`src/verilog/i2cssm_pkg.sv`:
```
// i2cssm_pkg: register map, control bit positions, reset values,
// status codes, timing constants and state type for the i2c engine.
// assumes a 100 MHz system clock and a fixed 100 kHz bus rate.
package i2cssm_pkg;

  // timing
  localparam int CLK_PERIOD_NS = 10;
  localparam int SCL_HALF_NS = 5000;
  localparam logic [9:0] SCL_HALF_CYC =
    10'((SCL_HALF_NS + CLK_PERIOD_NS - 1) / CLK_PERIOD_NS);

  // register offsets
  localparam logic [1:0] REG_CTRL = 2'h0;
  localparam logic [1:0] REG_STATUS = 2'h1;
  localparam logic [1:0] REG_DATA = 2'h2;
  localparam logic [1:0] REG_OWN_ADDR = 2'h3;

  // serial_control_reg bit positions, and the own address general call bit
  localparam int CTRL_ENABLE_BIT = 6;
  localparam int CTRL_START_BIT = 5;
  localparam int CTRL_STOP_BIT = 4;
  localparam int CTRL_IRQ_BIT = 3;
  localparam int CTRL_ACK_BIT = 2;
  localparam int ADDR_GC_BIT = 0;

  // reset values
  localparam logic [7:0] CTRL_RESET = 8'h00;
  localparam logic [7:0] STATUS_RESET = 8'hF8;
  localparam logic [7:0] DATA_RESET = 8'h00;
  localparam logic [7:0] OWN_ADDR_RESET = 8'h00;

  // status codes and the general call address
  localparam logic [7:0] SC_BUS_ERROR = 8'h00;
  localparam logic [7:0] SC_START = 8'h08;
  localparam logic [7:0] SC_RSTART = 8'h10;
  localparam logic [7:0] SC_MT_ADDR_ACK = 8'h18;
  localparam logic [7:0] SC_MT_ADDR_NACK = 8'h20;
  localparam logic [7:0] SC_MT_DATA_ACK = 8'h28;
  localparam logic [7:0] SC_MT_DATA_NACK = 8'h30;
  localparam logic [7:0] SC_ARB_LOST = 8'h38;
  localparam logic [7:0] SC_MR_ADDR_ACK = 8'h40;
  localparam logic [7:0] SC_MR_ADDR_NACK = 8'h48;
  localparam logic [7:0] SC_MR_DATA_ACK = 8'h50;
  localparam logic [7:0] SC_MR_DATA_NACK = 8'h58;
  localparam logic [7:0] SC_SR_OWN = 8'h60;
  localparam logic [7:0] SC_SR_OWN_LOST = 8'h68;
  localparam logic [7:0] SC_SR_GC = 8'h70;
  localparam logic [7:0] SC_SR_GC_LOST = 8'h78;
  localparam logic [7:0] SC_SR_DATA_ACK = 8'h80;
  localparam logic [7:0] SC_SR_DATA_NACK = 8'h88;
  localparam logic [7:0] SC_SR_GC_DATA_ACK = 8'h90;
  localparam logic [7:0] SC_SR_GC_DATA_NACK = 8'h98;
  localparam logic [7:0] SC_SR_STOP = 8'hA0;
  localparam logic [7:0] GC_ADDRESS = 8'h00;

  typedef enum logic [2:0] {S_IDLE, S_START, S_RSTART, S_STOP, S_BIT, S_HOLD} i2cssm_state_e;

endpackage

```
`src/verilog/i2cssm_line_if.sv`:
```
// i2cssm_line_if: synchronised bus levels and events, monitor to engine.
// assumes both ends share one clock.
`timescale 1ns/1ps
interface i2cssm_line_if;
  logic scl;
  logic sda;
  logic scl_rise;
  logic scl_fall;
  logic start_seen;
  logic stop_seen;
  modport mon (output scl, sda, scl_rise, scl_fall, start_seen, stop_seen);
  modport eng (input scl, sda, scl_rise, scl_fall, start_seen, stop_seen);
endinterface

```
`src/verilog/i2cssm_engine.sv`:
```
// i2cssm_engine: status-code driven i2c engine, master transmit/receive
// and slave receive. assumes open-drain pads resolved outside and a
// register master that reads data one cycle after the read strobe.
`timescale 1ns/1ps
module i2cssm_engine
  import i2cssm_pkg::*;
(
  // clock and reset
  input wire logic clk,
  input wire logic rst,
  // register port
  input wire logic [1:0] reg_addr,
  input wire logic [7:0] reg_wdata,
  input wire logic reg_wr,
  input wire logic reg_rd,
  output logic [7:0] reg_rdata,
  // serial interrupt flag level
  output logic serial_irq_flag,
  // bus pins, open drain
  input wire logic scl_i,
  output logic scl_o,
  output logic scl_oe_n,
  input wire logic sda_i,
  output logic sda_o,
  output logic sda_oe_n
);
  i2cssm_line_if line ();

  i2cssm_state_e state_q, state_d;
  logic [1:0] ph_q, ph_d;
  logic [9:0] tmr_q, tmr_d;
  logic [3:0] cnt_q, cnt_d;
  logic [7:0] dat_q, dat_d;
  logic [7:0] status_q, status_d;
  logic [7:0] adr_q, adr_d;
  logic [7:0] rdata_q, rdata_d;
  logic irq_q, irq_d;
  logic sta_q, sta_d;
  logic sto_q, sto_d;
  logic aa_q, aa_d;
  logic ens_q, ens_d;
  logic master_q, master_d;
  logic rx_q, rx_d;
  logic slave_q, slave_d;
  logic gc_q, gc_d;
  logic first_q, first_d;
  logic lost_q, lost_d;
  logic ackin_q, ackin_d;
  logic txb_q, txb_d;
  logic busy_q, busy_d;
  logic scl_n_q, scl_n_d;
  logic sda_n_q, sda_n_d;
  logic low_q, low_d;
  logic [7:0] code;
  logic [7:0] ctrl_rd;
  logic irq_set;
  logic irq_clr;
  logic sto_clr;
  logic sto_wr;
  logic tdone;

  i2cssm_line_mon u_mon (
    .clk(clk),
    .rst(rst),
    .scl_i(scl_i),
    .sda_i(sda_i),
    .line(line.mon)
  );

  always_comb begin
    state_d = state_q;
    ph_d = ph_q;
    cnt_d = cnt_q;
    dat_d = dat_q;
    adr_d = adr_q;
    sta_d = sta_q;
    aa_d = aa_q;
    ens_d = ens_q;
    master_d = master_q;
    rx_d = rx_q;
    slave_d = slave_q;
    gc_d = gc_q;
    first_d = first_q;
    lost_d = lost_q;
    ackin_d = ackin_q;
    txb_d = txb_q;
    scl_n_d = scl_n_q;
    sda_n_d = sda_n_q;
    low_d = 1'b0;
    code = status_q;
    irq_set = 1'b0;
    irq_clr = 1'b0;
    sto_clr = 1'b0;
    sto_wr = 1'b0;
    tdone = (tmr_q == 10'h000);
    tmr_d = tdone ? tmr_q : tmr_q - 10'h001;
    busy_d = line.start_seen ? 1'b1 : (line.stop_seen ? 1'b0 : busy_q);

    if (reg_wr) begin
      case (reg_addr)
        REG_CTRL: begin
          ens_d = reg_wdata[CTRL_ENABLE_BIT];
          sta_d = reg_wdata[CTRL_START_BIT];
          aa_d = reg_wdata[CTRL_ACK_BIT];
          sto_wr = 1'b1;
          // writing one to the flag is ignored; only hardware sets it
          irq_clr = ~reg_wdata[CTRL_IRQ_BIT];
        end
        REG_DATA: dat_d = reg_wdata;
        REG_OWN_ADDR: adr_d = reg_wdata;
        default: ; // status ignores writes
      endcase
    end

    case (state_q)
      S_IDLE: begin
        scl_n_d = 1'b1;
        sda_n_d = 1'b1;
        master_d = 1'b0;
        slave_d = 1'b0;
        if (line.start_seen && aa_q) begin
          // listen for an address; the fall after the start is no bit
          state_d = S_BIT;
          cnt_d = 4'h0;
          ph_d = 2'h3;
          first_d = 1'b1;
          txb_d = 1'b0;
        end else if (sta_q && !busy_q && !irq_q && tdone) begin
          state_d = S_START;
          sda_n_d = 1'b0;
          tmr_d = SCL_HALF_CYC;
          ph_d = 2'h0;
        end
      end
      S_START: begin
        if (tdone && ph_q == 2'h0) begin
          scl_n_d = 1'b0;
          tmr_d = SCL_HALF_CYC;
          ph_d = 2'h1;
        end else if (tdone) begin
          code = SC_START;
          irq_set = 1'b1;
          master_d = 1'b1;
          state_d = S_HOLD;
        end
      end
      S_RSTART: begin
        case (ph_q)
          2'h0: if (tdone) begin
            scl_n_d = 1'b1;
            ph_d = 2'h1;
          end
          2'h1: if (line.scl) begin
            tmr_d = SCL_HALF_CYC;
            ph_d = 2'h2;
          end
          2'h2: if (tdone) begin
            sda_n_d = 1'b0;
            tmr_d = SCL_HALF_CYC;
            ph_d = 2'h3;
          end
          default: if (tdone) begin
            scl_n_d = 1'b0;
            code = SC_RSTART;
            irq_set = 1'b1;
            state_d = S_HOLD;
          end
        endcase
      end
      S_STOP: begin
        case (ph_q)
          2'h0: if (tdone) begin
            scl_n_d = 1'b1;
            ph_d = 2'h1;
          end
          2'h1: if (line.scl) begin
            tmr_d = SCL_HALF_CYC;
            ph_d = 2'h2;
          end
          default: if (tdone) begin
            sda_n_d = 1'b1;
            sto_clr = 1'b1;
            master_d = 1'b0;
            rx_d = 1'b0;
            tmr_d = SCL_HALF_CYC; // bus free time before any new start
            state_d = S_IDLE; // start_request still set retries
          end
        endcase
      end
      S_HOLD: begin
        // scl stays where the byte end left it until software clears the flag
        if (!irq_q) begin
          ph_d = 2'h0;
          cnt_d = 4'h0;
          if (status_q == SC_BUS_ERROR) begin
            // release without a stop and leave the bus
            sto_clr = sto_q;
            scl_n_d = 1'b1;
            sda_n_d = 1'b1;
            state_d = S_IDLE;
          end else if (master_q && sto_q) begin
            sda_n_d = 1'b0;
            tmr_d = SCL_HALF_CYC;
            state_d = S_STOP;
          end else if (master_q && sta_q && status_q != SC_START
                       && status_q != SC_RSTART) begin
            sda_n_d = 1'b1;
            tmr_d = SCL_HALF_CYC;
            state_d = S_RSTART;
          end else if (master_q) begin
            state_d = S_BIT;
            tmr_d = SCL_HALF_CYC;
            first_d = (status_q == SC_START) || (status_q == SC_RSTART);
            if (first_d) begin
              rx_d = dat_q[0];
              txb_d = 1'b1;
              sda_n_d = dat_q[7];
            end else begin
              txb_d = ~rx_q;
              sda_n_d = rx_q ? 1'b1 : dat_q[7];
            end
          end else if (slave_q && status_q != SC_SR_DATA_NACK
                       && status_q != SC_SR_GC_DATA_NACK && status_q != SC_SR_STOP) begin
            state_d = S_BIT;
            txb_d = 1'b0;
            sda_n_d = 1'b1;
            scl_n_d = 1'b1;
          end else begin
            // 38H, 88H, 98H, A0H: not addressed, start_request retries later
            slave_d = 1'b0;
            gc_d = 1'b0;
            scl_n_d = 1'b1;
            sda_n_d = 1'b1;
            state_d = S_IDLE;
          end
        end
      end
      S_BIT: begin
        if (line.start_seen || line.stop_seen) begin
          if (master_q || slave_q) begin
            code = master_q ? SC_BUS_ERROR : SC_SR_STOP;
            irq_set = 1'b1;
            master_d = 1'b0;
            scl_n_d = 1'b1;
            sda_n_d = 1'b1;
            state_d = S_HOLD;
          end else if (line.start_seen) begin
            cnt_d = 4'h0;
            ph_d = 2'h3;
            first_d = 1'b1;
          end else begin
            state_d = S_IDLE;
          end
        end else begin
          if (master_q) begin
            case (ph_q)
              2'h0: if (tdone) begin
                scl_n_d = 1'b1;
                ph_d = 2'h1;
              end
              2'h1: if (line.scl_rise) begin
                tmr_d = SCL_HALF_CYC;
                ph_d = 2'h2;
              end
              default: if (tdone) begin
                scl_n_d = 1'b0;
                tmr_d = SCL_HALF_CYC;
                ph_d = 2'h0;
              end
            endcase
          end
          if (line.scl_rise) begin
            if (cnt_q < 4'h8) begin
              dat_d = {dat_q[6:0], line.sda};
            end else begin
              ackin_d = ~line.sda;
            end
            // released a one but the bus reads zero: someone else won
            if (master_q && txb_q && sda_n_q && !line.sda) begin
              master_d = 1'b0;
              txb_d = 1'b0;
              scl_n_d = 1'b1;
              sda_n_d = 1'b1;
              ph_d = 2'h0;
              if (first_q) begin
                lost_d = 1'b1; // keep listening for our own address
              end else begin
                code = SC_ARB_LOST;
                irq_set = 1'b1;
                state_d = S_HOLD;
              end
            end
          end else if (line.scl_fall && ph_q == 2'h3 && !master_q) begin
            ph_d = 2'h0;
          end else if (line.scl_fall && cnt_q == 4'h7) begin
            cnt_d = 4'h8;
            txb_d = 1'b0;
            sda_n_d = 1'b1;
            if (master_q && rx_q && !first_q) begin
              sda_n_d = ~aa_q;
              txb_d = 1'b1;
            end else if (!master_q && first_q && aa_q) begin
              if (dat_q[7:1] == adr_q[7:1] && !dat_q[0]) begin
                slave_d = 1'b1;
                gc_d = 1'b0;
                sda_n_d = 1'b0;
              end else if (dat_q == GC_ADDRESS && adr_q[ADDR_GC_BIT]) begin
                slave_d = 1'b1;
                gc_d = 1'b1;
                sda_n_d = 1'b0;
              end
            end else if (slave_q && !first_q) begin
              sda_n_d = ~aa_q;
            end
          end else if (line.scl_fall && cnt_q == 4'h8) begin
            cnt_d = 4'h0;
            first_d = 1'b0;
            lost_d = 1'b0;
            sda_n_d = 1'b1;
            state_d = S_HOLD;
            irq_set = 1'b1;
            if (master_q && first_q) begin
              code = rx_q ? (ackin_q ? SC_MR_ADDR_ACK : SC_MR_ADDR_NACK)
                          : (ackin_q ? SC_MT_ADDR_ACK : SC_MT_ADDR_NACK);
            end else if (master_q) begin
              code = rx_q ? (ackin_q ? SC_MR_DATA_ACK : SC_MR_DATA_NACK)
                          : (ackin_q ? SC_MT_DATA_ACK : SC_MT_DATA_NACK);
            end else if (slave_q) begin
              // stretch scl only while the master still expects us
              scl_n_d = ~(first_q | ackin_q);
              if (first_q) begin
                code = gc_q ? (lost_q ? SC_SR_GC_LOST : SC_SR_GC)
                            : (lost_q ? SC_SR_OWN_LOST : SC_SR_OWN);
              end else begin
                code = gc_q ? (ackin_q ? SC_SR_GC_DATA_ACK : SC_SR_GC_DATA_NACK)
                            : (ackin_q ? SC_SR_DATA_ACK : SC_SR_DATA_NACK);
              end
            end else if (lost_q) begin
              code = SC_ARB_LOST;
            end else begin
              irq_set = 1'b0;
              state_d = S_IDLE;
            end
          end else if (line.scl_fall) begin
            cnt_d = cnt_q + 4'h1;
            sda_n_d = txb_q ? dat_q[7] : 1'b1;
          end
        end
      end
      default: state_d = S_IDLE;
    endcase

    if (!ens_q) begin
      state_d = S_IDLE;
      scl_n_d = 1'b1;
      sda_n_d = 1'b1;
      master_d = 1'b0;
      slave_d = 1'b0;
      irq_set = 1'b0;
    end

    // a hardware set in the same cycle as a software clear wins
    irq_d = irq_set | (irq_q & ~irq_clr);
    status_d = irq_set ? {code[7:3], 3'b000} : status_q;
    sto_d = sto_wr ? reg_wdata[CTRL_STOP_BIT] : (sto_q & ~sto_clr);

    ctrl_rd = 8'h00;
    ctrl_rd[CTRL_ENABLE_BIT] = ens_q;
    ctrl_rd[CTRL_START_BIT] = sta_q;
    ctrl_rd[CTRL_STOP_BIT] = sto_q;
    ctrl_rd[CTRL_IRQ_BIT] = irq_q;
    ctrl_rd[CTRL_ACK_BIT] = aa_q;
    rdata_d = 8'h00;
    if (reg_rd) begin
      case (reg_addr)
        REG_CTRL: rdata_d = ctrl_rd;
        REG_STATUS: rdata_d = status_q;
        REG_DATA: rdata_d = dat_q;
        default: rdata_d = adr_q;
      endcase
    end
  end

  always_ff @(posedge clk or posedge rst) begin
    if (rst) begin
      state_q <= S_IDLE;
      ph_q <= 2'h0;
      tmr_q <= 10'h000;
      cnt_q <= 4'h0;
      dat_q <= DATA_RESET;
      status_q <= STATUS_RESET;
      adr_q <= OWN_ADDR_RESET;
      rdata_q <= 8'h00;
      irq_q <= CTRL_RESET[CTRL_IRQ_BIT];
      sta_q <= CTRL_RESET[CTRL_START_BIT];
      sto_q <= CTRL_RESET[CTRL_STOP_BIT];
      aa_q <= CTRL_RESET[CTRL_ACK_BIT];
      ens_q <= CTRL_RESET[CTRL_ENABLE_BIT];
      master_q <= 1'b0;
      rx_q <= 1'b0;
      slave_q <= 1'b0;
      gc_q <= 1'b0;
      first_q <= 1'b0;
      lost_q <= 1'b0;
      ackin_q <= 1'b0;
      txb_q <= 1'b0;
      busy_q <= 1'b0;
      scl_n_q <= 1'b1;
      sda_n_q <= 1'b1;
      low_q <= 1'b0;
    end else begin
      state_q <= state_d;
      ph_q <= ph_d;
      tmr_q <= tmr_d;
      cnt_q <= cnt_d;
      dat_q <= dat_d;
      status_q <= status_d;
      adr_q <= adr_d;
      rdata_q <= rdata_d;
      irq_q <= irq_d;
      sta_q <= sta_d;
      sto_q <= sto_d;
      aa_q <= aa_d;
      ens_q <= ens_d;
      master_q <= master_d;
      rx_q <= rx_d;
      slave_q <= slave_d;
      gc_q <= gc_d;
      first_q <= first_d;
      lost_q <= lost_d;
      ackin_q <= ackin_d;
      txb_q <= txb_d;
      busy_q <= busy_d;
      scl_n_q <= scl_n_d;
      sda_n_q <= sda_n_d;
      low_q <= low_d;
    end
  end

  assign reg_rdata = rdata_q;
  assign serial_irq_flag = irq_q;
  assign scl_oe_n = scl_n_q;
  assign sda_oe_n = sda_n_q;
  assign scl_o = low_q;
  assign sda_o = low_q;
endmodule

```
`src/verilog/i2cssm_line_mon.sv`:
```
// i2cssm_line_mon: two-flop synchronisers on scl/sda, edge and
// start/stop detection. assumes idle-high open-drain lines.
`timescale 1ns/1ps
module i2cssm_line_mon (
  // clock and reset
  input wire logic clk,
  input wire logic rst,
  // raw pins
  input wire logic scl_i,
  input wire logic sda_i,
  // events to the engine
  i2cssm_line_if.mon line
);
  logic [1:0] meta_q, meta_d;
  logic [1:0] sync_q, sync_d;
  logic [1:0] prev_q, prev_d;
  logic [3:0] evt_q, evt_d;

  always_comb begin
    meta_d = {scl_i, sda_i};
    sync_d = meta_q;
    prev_d = sync_q;
    // conditions judged from the second and third stages only, never the first
    evt_d[3] = sync_q[1] & ~prev_q[1];
    evt_d[2] = ~sync_q[1] & prev_q[1];
    evt_d[1] = sync_q[1] & prev_q[1] & prev_q[0] & ~sync_q[0];
    evt_d[0] = sync_q[1] & prev_q[1] & ~prev_q[0] & sync_q[0];
  end

  always_ff @(posedge clk or posedge rst) begin
    if (rst) begin
      meta_q <= 2'h3;
      sync_q <= 2'h3;
      prev_q <= 2'h3;
      evt_q <= 4'h0;
    end else begin
      meta_q <= meta_d;
      sync_q <= sync_d;
      prev_q <= prev_d;
      evt_q <= evt_d;
    end
  end

  assign line.scl = prev_q[1];
  assign line.sda = prev_q[0];
  assign line.scl_rise = evt_q[3];
  assign line.scl_fall = evt_q[2];
  assign line.start_seen = evt_q[1];
  assign line.stop_seen = evt_q[0];
endmodule

```
`config.mk`:
```
export PLATFORM = sky130hd
export DESIGN_NAME = i2cssm_engine
export DESIGN_NICKNAME = d
export VERILOG_FILES = /design/src/verilog/i2cssm_pkg.sv /design/src/verilog/i2cssm_line_if.sv /design/src/verilog/i2cssm_engine.sv /design/src/verilog/i2cssm_line_mon.sv
export SDC_FILE = /design/constraint.sdc
export NUM_CORES = 1
export LEC_CHECK = 0
export BUFFER_PORTS_ARGS = -buffer_cell sky130_fd_sc_hd__buf_2
export CORE_MARGIN = 1.5
export CORE_UTILIZATION = 50
export DETAILED_ROUTE_END_ITERATION = 7
export PLACE_DENSITY = 0.66
export REMOVE_ABC_BUFFERS = 1
export SLEW_MARGIN = 20
export SYNTH_ARGS = -nofsm -noshare
export SYNTH_HDL_FRONTEND = slang
export SYNTH_SLANG_ARGS = --single-unit
```
`constraint.sdc`:
```
create_clock -name clk -period 5.7 [get_ports clk]
set_clock_uncertainty 0.05 [all_clocks]
set_input_delay 1.14 -clock clk [delete_from_list [all_inputs] [get_ports clk]]
set_output_delay 1.14 -clock clk [all_outputs]
set_load 0.05 [all_outputs]
```
; ---- Word-level counts from Yosys, hierarchy flattened
; Cells that the tools add are included.
[classes]
n_mux = 266
eq_ne = 111
n_addsub = 2
n_lt_le_gt_ge = 1
bitwise = 23
n_reduce_logical = 68
[op_table]
columns = op, count
row1 = 8-bit 2-to-1 mux, 25
row2 = 10-bit 2-to-1 mux, 14
row3 = 1-bit 2-to-1 mux, 138
row4 = 3-bit != test (second input constant), 34
row5 = 3-bit 2-to-1 mux, 27
row6 = 4-bit 2-to-1 mux, 16
row7 = 10-bit one-hot mux with 2 select lines, 3
row8 = 10-bit one-hot mux with 6 select lines, 1
row9 = 2-bit != test (second input constant), 24
row10 = 8-bit one-hot mux with 3 select lines, 2
row11 = 4-bit != test (second input constant), 10
row12 = 2-bit 2-to-1 mux, 16
row13 = 5-bit != test (second input constant), 6
row14 = 14-bit AND reduction, 2
row15 = 1-bit logical AND, 27
row16 = 9-bit AND reduction, 3
row17 = 13-bit AND reduction, 2
row18 = 5-bit by 4-bit != test with 1-bit output (second input constant), 4
row19 = 3-bit one-hot mux with 6 select lines, 1
row20 = 8-bit logical NOT, 2
row21 = 4-bit by 3-bit != test with 1-bit output (second input constant), 4
row22 = 8-bit AND reduction, 2
row23 = 5-bit 2-to-1 mux, 3
row24 = 7-bit 2-to-1 mux, 2
row25 = other kinds (51), 103
[totals]
elab_cells = 499
input_bits = 16
reg_bits = 74
out_inout_bits = 13

; ---- Longest topological paths before layout
; Gate-level depths: netlist of the first run.
[logic_depth]
depth_word = 14
ltp_mapped = 10
ltp_nobuf = 9

; ---- Hierarchy
; From an unflattened synthesis of the first run, not the netlist that was laid out.
[hier_totals]
hier_cells = 600
hier_area_um2 = 5238.8
[modules_own_cells]
columns = module, seq_area_each_um2, cells_per_inst, area_per_inst_um2, n_inst
row1 = i2cssm_engine, 1610.3, 585, 4944.7, 1
row2 = i2cssm_line_mon, 257.7, 15, 294.0, 1

; ---- Worst setup path after synthesis of the first run
; No wires, ideal clock.
[synth_path]
path_type = register -> register
start = register tmr_q[0]
end = register ph_q[1]
setup_ps = 125
t_arrival_ps = 2400
path_stages_with_launch = 10
t_required_ps = 5525
period_less_slack_ps = 2574
n_path_buf = 0
path_slack_ps = 3126
cell_sequence = dfrtp_1 > inv_1 > ha_1 > or4b_1 > nor3_4 > inv_2 > nor3_2 > nor3_1 > or4_1 > mux2_2
[synth_between]
elab_chain_len = 8
word_cells_on_any_way = 18
classes_between = eq/ne: 3 / mux: 11 / reduce/logical: 4
[synth_lines]
columns = element, line
row1 = from (decl), i2cssm_engine.sv:31  ; logic [9:0] tmr_q, tmr_d;
row2 = from (signal assigned), i2cssm_engine.sv:414  ; tmr_q <= tmr_d;
row3 = 10-bit logical NOT *, i2cssm_engine.sv:95  ; tdone = (tmr_q == 10'h000);
row4 = 2-bit 2-to-1 mux (on tied branches), "i2cssm_engine.sv:265, i2cssm_engine.sv:257"
row5 = 2-bit one-hot mux with 2 select lines, i2cssm_engine.sv:256  ; case (ph_q)
row6 = 2-bit 2-to-1 mux, i2cssm_engine.sv:255  ; if (master_q) begin
row7 = 2-bit 2-to-1 mux (on tied branches), "i2cssm_engine.sv:293, i2cssm_engine.sv:279"
row8 = 2-bit 2-to-1 mux, i2cssm_engine.sv:272  ; if (line.scl_rise) begin
row9 = 2-bit 2-to-1 mux, i2cssm_engine.sv:239  ; if (line.start_seen || line.stop_seen) begin
row10 = 2-bit one-hot mux with 6 select lines, i2cssm_engine.sv:115  ; case (state_q)
row11 = to (signal assigned), i2cssm_engine.sv:413  ; ph_q <= ph_d;
row12 = to (decl), i2cssm_engine.sv:30  ; logic [1:0] ph_q, ph_d;
; Mark *: on every way between the ends. The rest lies on a longest branch, timed or not.
; A chain may end at the register's enable or synchronous reset.

; ---- Worst setup path in the final report of the first run
[layout_path]
start = register state_q[0]
end = register dat_q[3]
[layout_between]
elab_chain_len = 2
[layout_lines]
columns = element, line
row1 = from (decl), i2cssm_engine.sv:29  ; i2cssm_state_e state_q, state_d;
row2 = from (signal assigned), i2cssm_engine.sv:412  ; state_q <= state_d;
row3 = 3-bit == test, i2cssm_engine.sv:115
row4 = 8-bit 2-to-1 mux, i2cssm_engine.sv:115
row5 = via dat_d[3], i2cssm_engine.sv:33  ; logic [7:0] dat_q, dat_d;
row6 = to (signal assigned), i2cssm_engine.sv:416  ; dat_q <= dat_d;
row7 = to (decl), i2cssm_engine.sv:33
; The timed path passes the listed nets, and every way through them passes these cells.

==> impl_results.md, run 1 <==
- Status: finished clean
- Async SR Flop Fraction: 100%
- Initial DRT Pass Iterations: 5
- Footprint of the multi-input gates: 3090 um2
- Std cell rows: 36
- Fin. Hold Viols: 0
- DP Wirelength: 10.6 mm
- Nets: 626
- Commonest cells after routing, fill and taps aside: dfrtp_1 (61), nand2_1 (51), nor2_1 (49)
- Largest net degree at the start of global routing: 48
- Final ANT Viol Nets: 0
- GPL Wtd Cong: 0.922
- Area Overhead vs Synth: 7.18%
- Max Slew Vio Count: 0
- Worst-Skew Late Latency: 0.37 ns
- Max-cap violations: 0
- Drt drc: 0
- CP required: 5.87 ns
- CP endpoint kind: flip-flop
- Yosys top cell area share: 29.5%
- Yosys cell types: 82
- Vias in the first global route: 4492
- EDFF count, synth: 0
- Commonest non-fill, non-tap cell in the layout: dfrtp_1
- CP Data Arrival Time: 3.21 ns
- Critical path origin: state_q[0]
- Fin crit period: 3.05 ns
- Mapped cell area: 5180 um2
- FF+latch area: 1870 um2
- Clk root buf: clkbuf_8
- Max-slew headroom: 39.5%
- Slew @ Worst Pin: 0.885 ns
- Port Buffers: 26
- Maximum fanout along the worst path: 32
- Hold Path Depth: 0
- Pleak: 2.26 nW
- Switching share of power: 36.9%
- Setup repair bufs after CTS: 0
- Bufs on Longest Clock Path: 2
- Synth warn: 0
- DR iter-0 viols: 437
- Placed cell area: 5360 um2
- Combinational Power Share: 26.2%
- Via density: 6.46
- ANT cells: 0
- DR WL/cell: 19.8 um
- Initial Util: 52.2%
- Post-route cell area: 5550 um2
- Avg Cell Area, Syn: 8.76 um2
- Prevailing post-synth register cell: dfrtp_1
- CTS sink cnt: 74
- CTS buffer count: 9
- Setup TNS: 0 ns
- Psw: 0.000572 W
- Pwr dens: 279 nW/um2
- Fill cells: 923
- CTS HTree Levels: 3
- Synth area leader: dfrtp_1
- Die width: 105 um
- Reg power frac: 46.7%
- Setup-failing EPs final: 0
- RR Startpoint: state_q[0]
- Die Y: 105 um
- Routed WL: 14.6 mm
- DIE AREA: 11000 um2
- Overall Power: 0.00155 W
- First-pass GRT wire length: 23.9 mm
- CTS tree: built
- FF-to-FF path depth: 5
- RSZ-0062 raised after global routing: false
- Fmax: 328 MHz
- IO Count: 29
- Final worst path period share: 53.4%
- Clk slew on worst S/H paths: 0.08 ns
- Share of cells above drive strength 1: 14.8%
- Hold path startpoint: u_mon.meta_q[1]
- WS Path Type: flip-flop to flip-flop
- Post-synthesis sequential area ratio: 36.1%
- Core Box Area: 9910 um2
- Final global-route overflow total: 0
- Post-CTS sizing: 0
- Clk network pwr share: 27.2%
- Power Internal: 0.000979 W
- Yosys reg bits: 74
- Startpoint class of the critical path: flip-flop
- Top post-synthesis cells by area: dfrtp_1 (29%), dfstp_2 (6.6%), a21oi_1 (4.1%), nand2_1 (3.7%), nor2_1 (3.6%)
- Max VDD drop: 0.174 mV
- HP Class: flip-flop to flip-flop
- Post-Synthesis Cells: 591
- Vias: 4747
- Initial antenna violation count: 0
- Post-CTS Hold Buffers: 0
- GRT Total Usage: 27.5%
## power by group through the flow
stage | clock network, W | logic, W | registers [W]
3_5_place_dp | 0 | 0.000402 | 0.000732
6_report | 0.000421 | 0.000406 | 0.000723
4_1_cts | 0.000425 | 0.000404 | 0.000722
2_1_floorplan | 0 | 0.000295 | 0.000711
3_3_place_gp | 0 | 0.000395 | 0.000726
5_1_grt | 0.000449 | 0.000453 | 0.000738
## critical path: stages (launching register included)
cell and delay (ns):
dfrtp_1 0.70, or3b_1 0.79, nor2_1 0.53, nand3_1 0.52, nor2_1 0.23, a21oi_1 0.07
## per-layer routing
metal  global-route usage [%]  vias to the layer above  wire length (um)
met1                     39.8                     2281              6590
met5                        0                        -                 0
li1                         -                     2193                 -
met4                     9.20                        0               328
met3                     5.49                       40              1300
met2                     40.8                      233              6340
## flip-flops by register name, summed over array words and instances, names as in the netlist, 2 cells and up
name,count
cnt_q,4
dat_q,8
adr_q,8
u_mon.meta_q,2
tmr_q,10
ph_q,2
u_mon.evt_q,4
status_q,5
u_mon.prev_d,2
state_q,3
u_mon.prev_q,2
reg_rdata,8
## worst paths after layout
kind / to / slack, ns
min in group asynchronous: ackin_q / 0.76
worst max register to register: dat_q[3] / 2.65
worst min-delay path: u_mon.prev_d[1] / 0.31
worst min register to register: u_mon.prev_d[1] / 0.31
max in group asynchronous: tmr_q[4] / 3.83
worst max-delay path: dat_q[3] / 2.65
## logic make-up (layout without fill, tap and decap cells)
| logic type | count (synthesis) | count (layout) | share of synthesized area (%) |
|---|---|---|---|
| simple gates | 233 | 233 | 24.1 |
| mux | 41 | 41 | 9.40 |
| other cells | 1 | 2 | 0.0724 |
| compound gates | 164 | 164 | 21.3 |
| xor+xnor | 9 | 9 | 1.52 |
| fa+ha+maj | 13 | 13 | 3.14 |
| buf+inv | 56 | 66 | 4.37 |
| flops | 74 | 74 | 36.1 |
## synthesized netlist by cell type (all sizes together) (5+ instances only)
| cell type | instances |
|---|---|
| nor4 | 9 |
| nor2b | 14 |
| nor2 | 50 |
| mux2 | 21 |
| dfstp | 13 |
| mux2i | 16 |
| nand4 | 6 |
| ha | 13 |
| and2 | 6 |
| nand3b | 8 |
| nor3 | 25 |
| xor2 | 7 |
| a211oi | 6 |
| a31oi | 12 |
| o21ai | 37 |
| nand2b | 11 |
| buf | 8 |
| nand3 | 22 |
| o22ai | 5 |
| clkbuf | 28 |
| nand2 | 51 |
| inv | 20 |
| o31ai | 11 |
| a21oi | 42 |
| dfrtp | 61 |
| nor3b | 8 |
| a21o | 5 |
| o211ai | 8 |
## layout make-up
| class | count | share of cell area [%] |
|---|---|---|
| repair buffers | 30 | 2.89 |
| multi-input cells | 462 | 55.6 |
| well taps | 133 | 3.00 |
| clock inverters | 6 | 1.17 |
| flip-flops and latches | 74 | 33.7 |
| clock buffers | 10 | 2.30 |
| inverters | 20 | 1.35 |
## metrics by stage
stage / instances / hold WS [ns] / utilization [%] / worst slack (ns)
floorplan: 556 / 0.295 / - / 2.65
global placement: 719 / 0.300 / 54.0 / 2.81
detailed placement: 719 / 0.297 / 54.0 / 2.67
CTS: 735 / 0.312 / 56.0 / 2.67
global route: 735 / 0.320 / 56.0 / 2.43
finish: 735 / 0.311 / 56.0 / 2.65
Note: power is estimated with default switching activity, not from simulation.
==> run 2: changes to the inputs <==
--- a/config.mk
+++ b/config.mk
@@ -5,11 +5,12 @@
 export SDC_FILE = /design/constraint.sdc
 export NUM_CORES = 1
 export LEC_CHECK = 0
+export ABC_AREA = 1
 export BUFFER_PORTS_ARGS = -buffer_cell sky130_fd_sc_hd__buf_2
 export CORE_MARGIN = 1.5
 export CORE_UTILIZATION = 50
 export DETAILED_ROUTE_END_ITERATION = 7
-export PLACE_DENSITY = 0.66
+export PLACE_DENSITY = 0.69
 export REMOVE_ABC_BUFFERS = 1
 export SLEW_MARGIN = 20
 export SYNTH_ARGS = -nofsm -noshare
==> constraint.sdc (replaced) <==
create_clock -name clk -period 2.7 [get_ports clk]
set_clock_uncertainty 0.05 [all_clocks]
set_input_delay 0.54 -clock clk [delete_from_list [all_inputs] [get_ports clk]]
set_output_delay 0.54 -clock clk [all_outputs]
set_load 0.05 [all_outputs]
==> run 2 against run 1 <==
  * Non-clock buffer count grew 4
  * Clock power grew to 2.9 times the previous value
  * Worst hold slack lost 0.25 ns
  * Synthesized cell count grew 46%
  * Wire length grew 25%
  * Critical path depth grew 6
  * Via count grew 27%
  * Combinational power grew to 7.3 times the previous value
  * Register-to-register slack lost 2.4 ns
  * Global-route usage grew 4.4 points
  * Sequential power grew 140%
==> impl_results.md, run 2 <==
- CTS sink cnt: 74 (unchanged)
- Setup TNS: 0 ns (unchanged)
- Post-route cell area: 6220 um2 (+12%)
- Initial DRT Pass Iterations: 6 (+1)
- Final worst path period share: 91.6% (+38 points)
- Final ANT Viol Nets: 0 (unchanged)
- DR WL/cell: 17.7 um (-11%)
- Nets: 913 (+46%)
- Post-synthesis sequential area ratio: 32.7% (-3.4 points)
- Max-cap violations: 0 (unchanged)
- CP Data Arrival Time: 2.66 ns (-0.55 ns)
- Commonest non-fill, non-tap cell in the layout: nand2_1
- Vias in the first global route: 5628 (+25%)
- Port Buffers: 26 (unchanged)
- Status: finished clean
- Post-Synthesis Cells: 864 (+46%)
- GPL Wtd Cong: 0.996 (+8.0%)
- DP Wirelength: 13.9 mm (+32%)
- R2R Setup Slk: 0.23 ns (-2.43 ns)
- Fill cells: 1051 (+14%)
- Area Overhead vs Synth: 8.97%
- Placed cell area: 5930 um2 (+11%)
- Maximum fanout along the worst path: 15 (-53%)
- Yosys cell types: 48 (-41%)
- Register bank with the most flops: tmr_q
- EDFF count, synth: 0 (unchanged)
- Max-slew headroom: 59.7% (+20 points)
- WS Path Type: flip-flop to flip-flop
- Combinational Power Share: 50.4% (+24 points)
- Most frequent cell after synthesis: nand2_1
- Post-CTS Hold Buffers: 0 (unchanged)
- Max reg flops: 10 (unchanged)
- Reg power frac: 29.1% (-18 points)
- Setup-failing EPs final: 0 (unchanged)
- Psw: 0.00290 W (+410%)
- DIE AREA: 12100 um2 (+10%)
- HP Class: input port to async pin
- Setup repair bufs after CTS: 0 (unchanged)
- Synth warn: 0 (unchanged)
- Routed WL: 18.2 mm (+25%)
- CP required: 2.88 ns (-2.99 ns)
- Synth area leader: dfrtp_1
- ANT cells: 0 (unchanged)
- Footprint of the multi-input gates: 3220 um2 (+4.5%)
- Fin crit period: 2.47 ns (-0.572 ns)
- Die width: 110 um (+4.9%)
- Yosys reg bits: 74 (unchanged)
- Vias: 6049 (+27%)
- Power Internal: 0.00299 W (+210%)
- Share of cells above drive strength 1: 11.9% (-2.9 points)
- Clk network pwr share: 20.5% (-6.7 points)
- Core Box Area: 11000 um2 (+11%)
- Top post-synthesis cells by area: dfrtp_1 (27%), nand2_1 (15%), inv_1 (7.4%), o21ai_0 (7.1%), nor2_1 (6.2%)
- Max Slew Vio Count: 0 (unchanged)
- Post-CTS sizing: 0 (unchanged)
- Clk root buf: clkbuf_16
- Switching share of power: 49.2% (+12 points)
- Fin. Hold Viols: 0 (unchanged)
- Startpoint class of the critical path: flip-flop
- Fmax: 404 MHz (+23%)
- Initial Util: 52.0% (-0.26 points)
- Mapped cell area: 5710 um2 (+10%)
- CTS tree: built
- Commonest cells after routing, fill and taps aside: nand2_1 (221), inv_1 (112), nor2_1 (95)
- IO Count: 29 (unchanged)
- Yosys top cell area share: 26.7% (-2.7 points)
- Die Y: 110 um (+4.9%)
- Initial antenna violation count: 0 (unchanged)
- Std cell rows: 38 (+5.6%)
- Max VDD drop: 0.440 mV (+150%)
- Prevailing post-synth register cell: dfrtp_1
- Post-synth top cells: nand2_1 (221), inv_1 (113), nor2_1 (95)
- Final global-route overflow total: 0 (unchanged)
- Slew @ Worst Pin: 0.599 ns (-0.285 ns)
- Pleak: 3.20 nW (+42%)
- FF+latch area: 1870 um2 (unchanged)
- Avg Cell Area, Syn: 6.61 um2 (-25%)
- Worst-Skew Late Latency: 0.35 ns (-0.02 ns)
- DP Cell Count: 1013 (+41%)
- DR iter-0 viols: 837 (+92%)
- Bufs on Longest Clock Path: 2 (unchanged)
- Largest net degree at the start of global routing: 38 (-21%)
- First-pass GRT wire length: 29.0 mm (+21%)
- RSZ-0062 raised after global routing: false
- CP endpoint kind: flip-flop
- Pwr dens: 947 nW/um2 (+240%)
- Non-filler cells, final: 1029 (+40%)
- Via density: 5.88 (-9.0%)
- GRT Total Usage: 31.9% (+4.4 points)
- Async SR Flop Fraction: 100% (unchanged)
- CTS buffer count: 9 (unchanged)
- CTS HTree Levels: 3 (unchanged)
- Clk slew on worst S/H paths: 0.06 ns (-0.02 ns)
- Drt drc: 0 (unchanged)
==> run 2: changes by cell type in the layout (fill, tap and decap cells not counted), moves of 16 or more <==
cell / previous run / this run
inv_1: 18 / 112
nand2_1: 51 / 221
nor2_1: 49 / 95
o21ai_0: 27 / 81
nand3_1: 22 / 67
mux2i_1: 16 / 0
==> run 2: routing by layer <==
metal	GRT usage, %	wire length, um	vias to the layer above
li1	-	-	2869
met1	44.2	8040	2783
met2	48.7	7900	333
met3	4.98	1530	64
met4	14.7	765	0
met5	0	0	-
==> run 2: final cells by class <==
type	count	area share, %
Sequential cell	74	30.0
Clock buffer	10	3.68
Inverter	123	7.52
Tap cell	140	2.82
Multi-Input combinational cell	642	51.8
Clock inverter	6	1.05
Timing Repair Buffer	34	3.06
==> run 2: cell families after synthesis <==
group,count (synthesis),share of synthesized area (%)
AO/OA/AOI/OAI,167,16.5
flip-flops,74,32.7
XOR/XNOR,7,1.07
other,1,0.0657
buffers and inverters,149,10.9
adder cells (fa/ha/maj),13,2.85
AND/OR/NAND/NOR,453,35.9
==> run 2: final timing paths <==
kind	from	end	depth (start not counted)
setup reg to reg	ph_q[1]	ph_q[1]	11
hold reg to reg	u_mon.meta_q[0]	u_mon.prev_d[0]	0
setup / recovery	ph_q[1]	ph_q[1]	11
max in group asynchronous	rst	u_mon.prev_q[1]	3
hold / removal	rst	dat_q[5]	2
min in group clk	sda_i	u_mon.meta_q[0]	1
==> run 2: power groups by stage <==
stage | sequential [W] | combinational, W | clock, W
after floorplan | 0.00172 | 0.00203 | 0
after global placement | 0.00171 | 0.00285 | 0
after detailed placement | 0.00172 | 0.00287 | 0
after CTS | 0.00170 | 0.00289 | 0.00123
after global routing | 0.00175 | 0.00329 | 0.00128
final | 0.00171 | 0.00297 | 0.00121
==> run 2: critical path, stage by stage (launching register included) <==
cell	delay (ns)
dfrtp_1	0.43
inv_1	0.15
ha_1	0.54
nor2_1	0.18
inv_1	0.14
nor2_1	0.08
nor2_1	0.16
nand4_1	0.17
nor2_1	0.17
nand2_1	0.08
o21ai_1	0.15
inv_1	0.05
==> run 2: per-stage QoR <==
| step | setup WS [ns] | hold slack (ns) | utilization, % | power, W |
|---|---|---|---|---|
| 2_1_floorplan | 0.250 | 0.295 | - | 0.00376 |
| 3_3_place_gp | 0.363 | 0.296 | 54.0 | 0.00456 |
| 3_5_place_dp | 0.324 | 0.299 | 54.0 | 0.00459 |
| 4_1_cts | 0.307 | 0.0643 | 56.6 | 0.00581 |
| 5_1_grt | 0.0867 | 0.0882 | 56.6 | 0.00632 |
| 6_report | 0.227 | 0.0595 | 56.6 | 0.00589 |
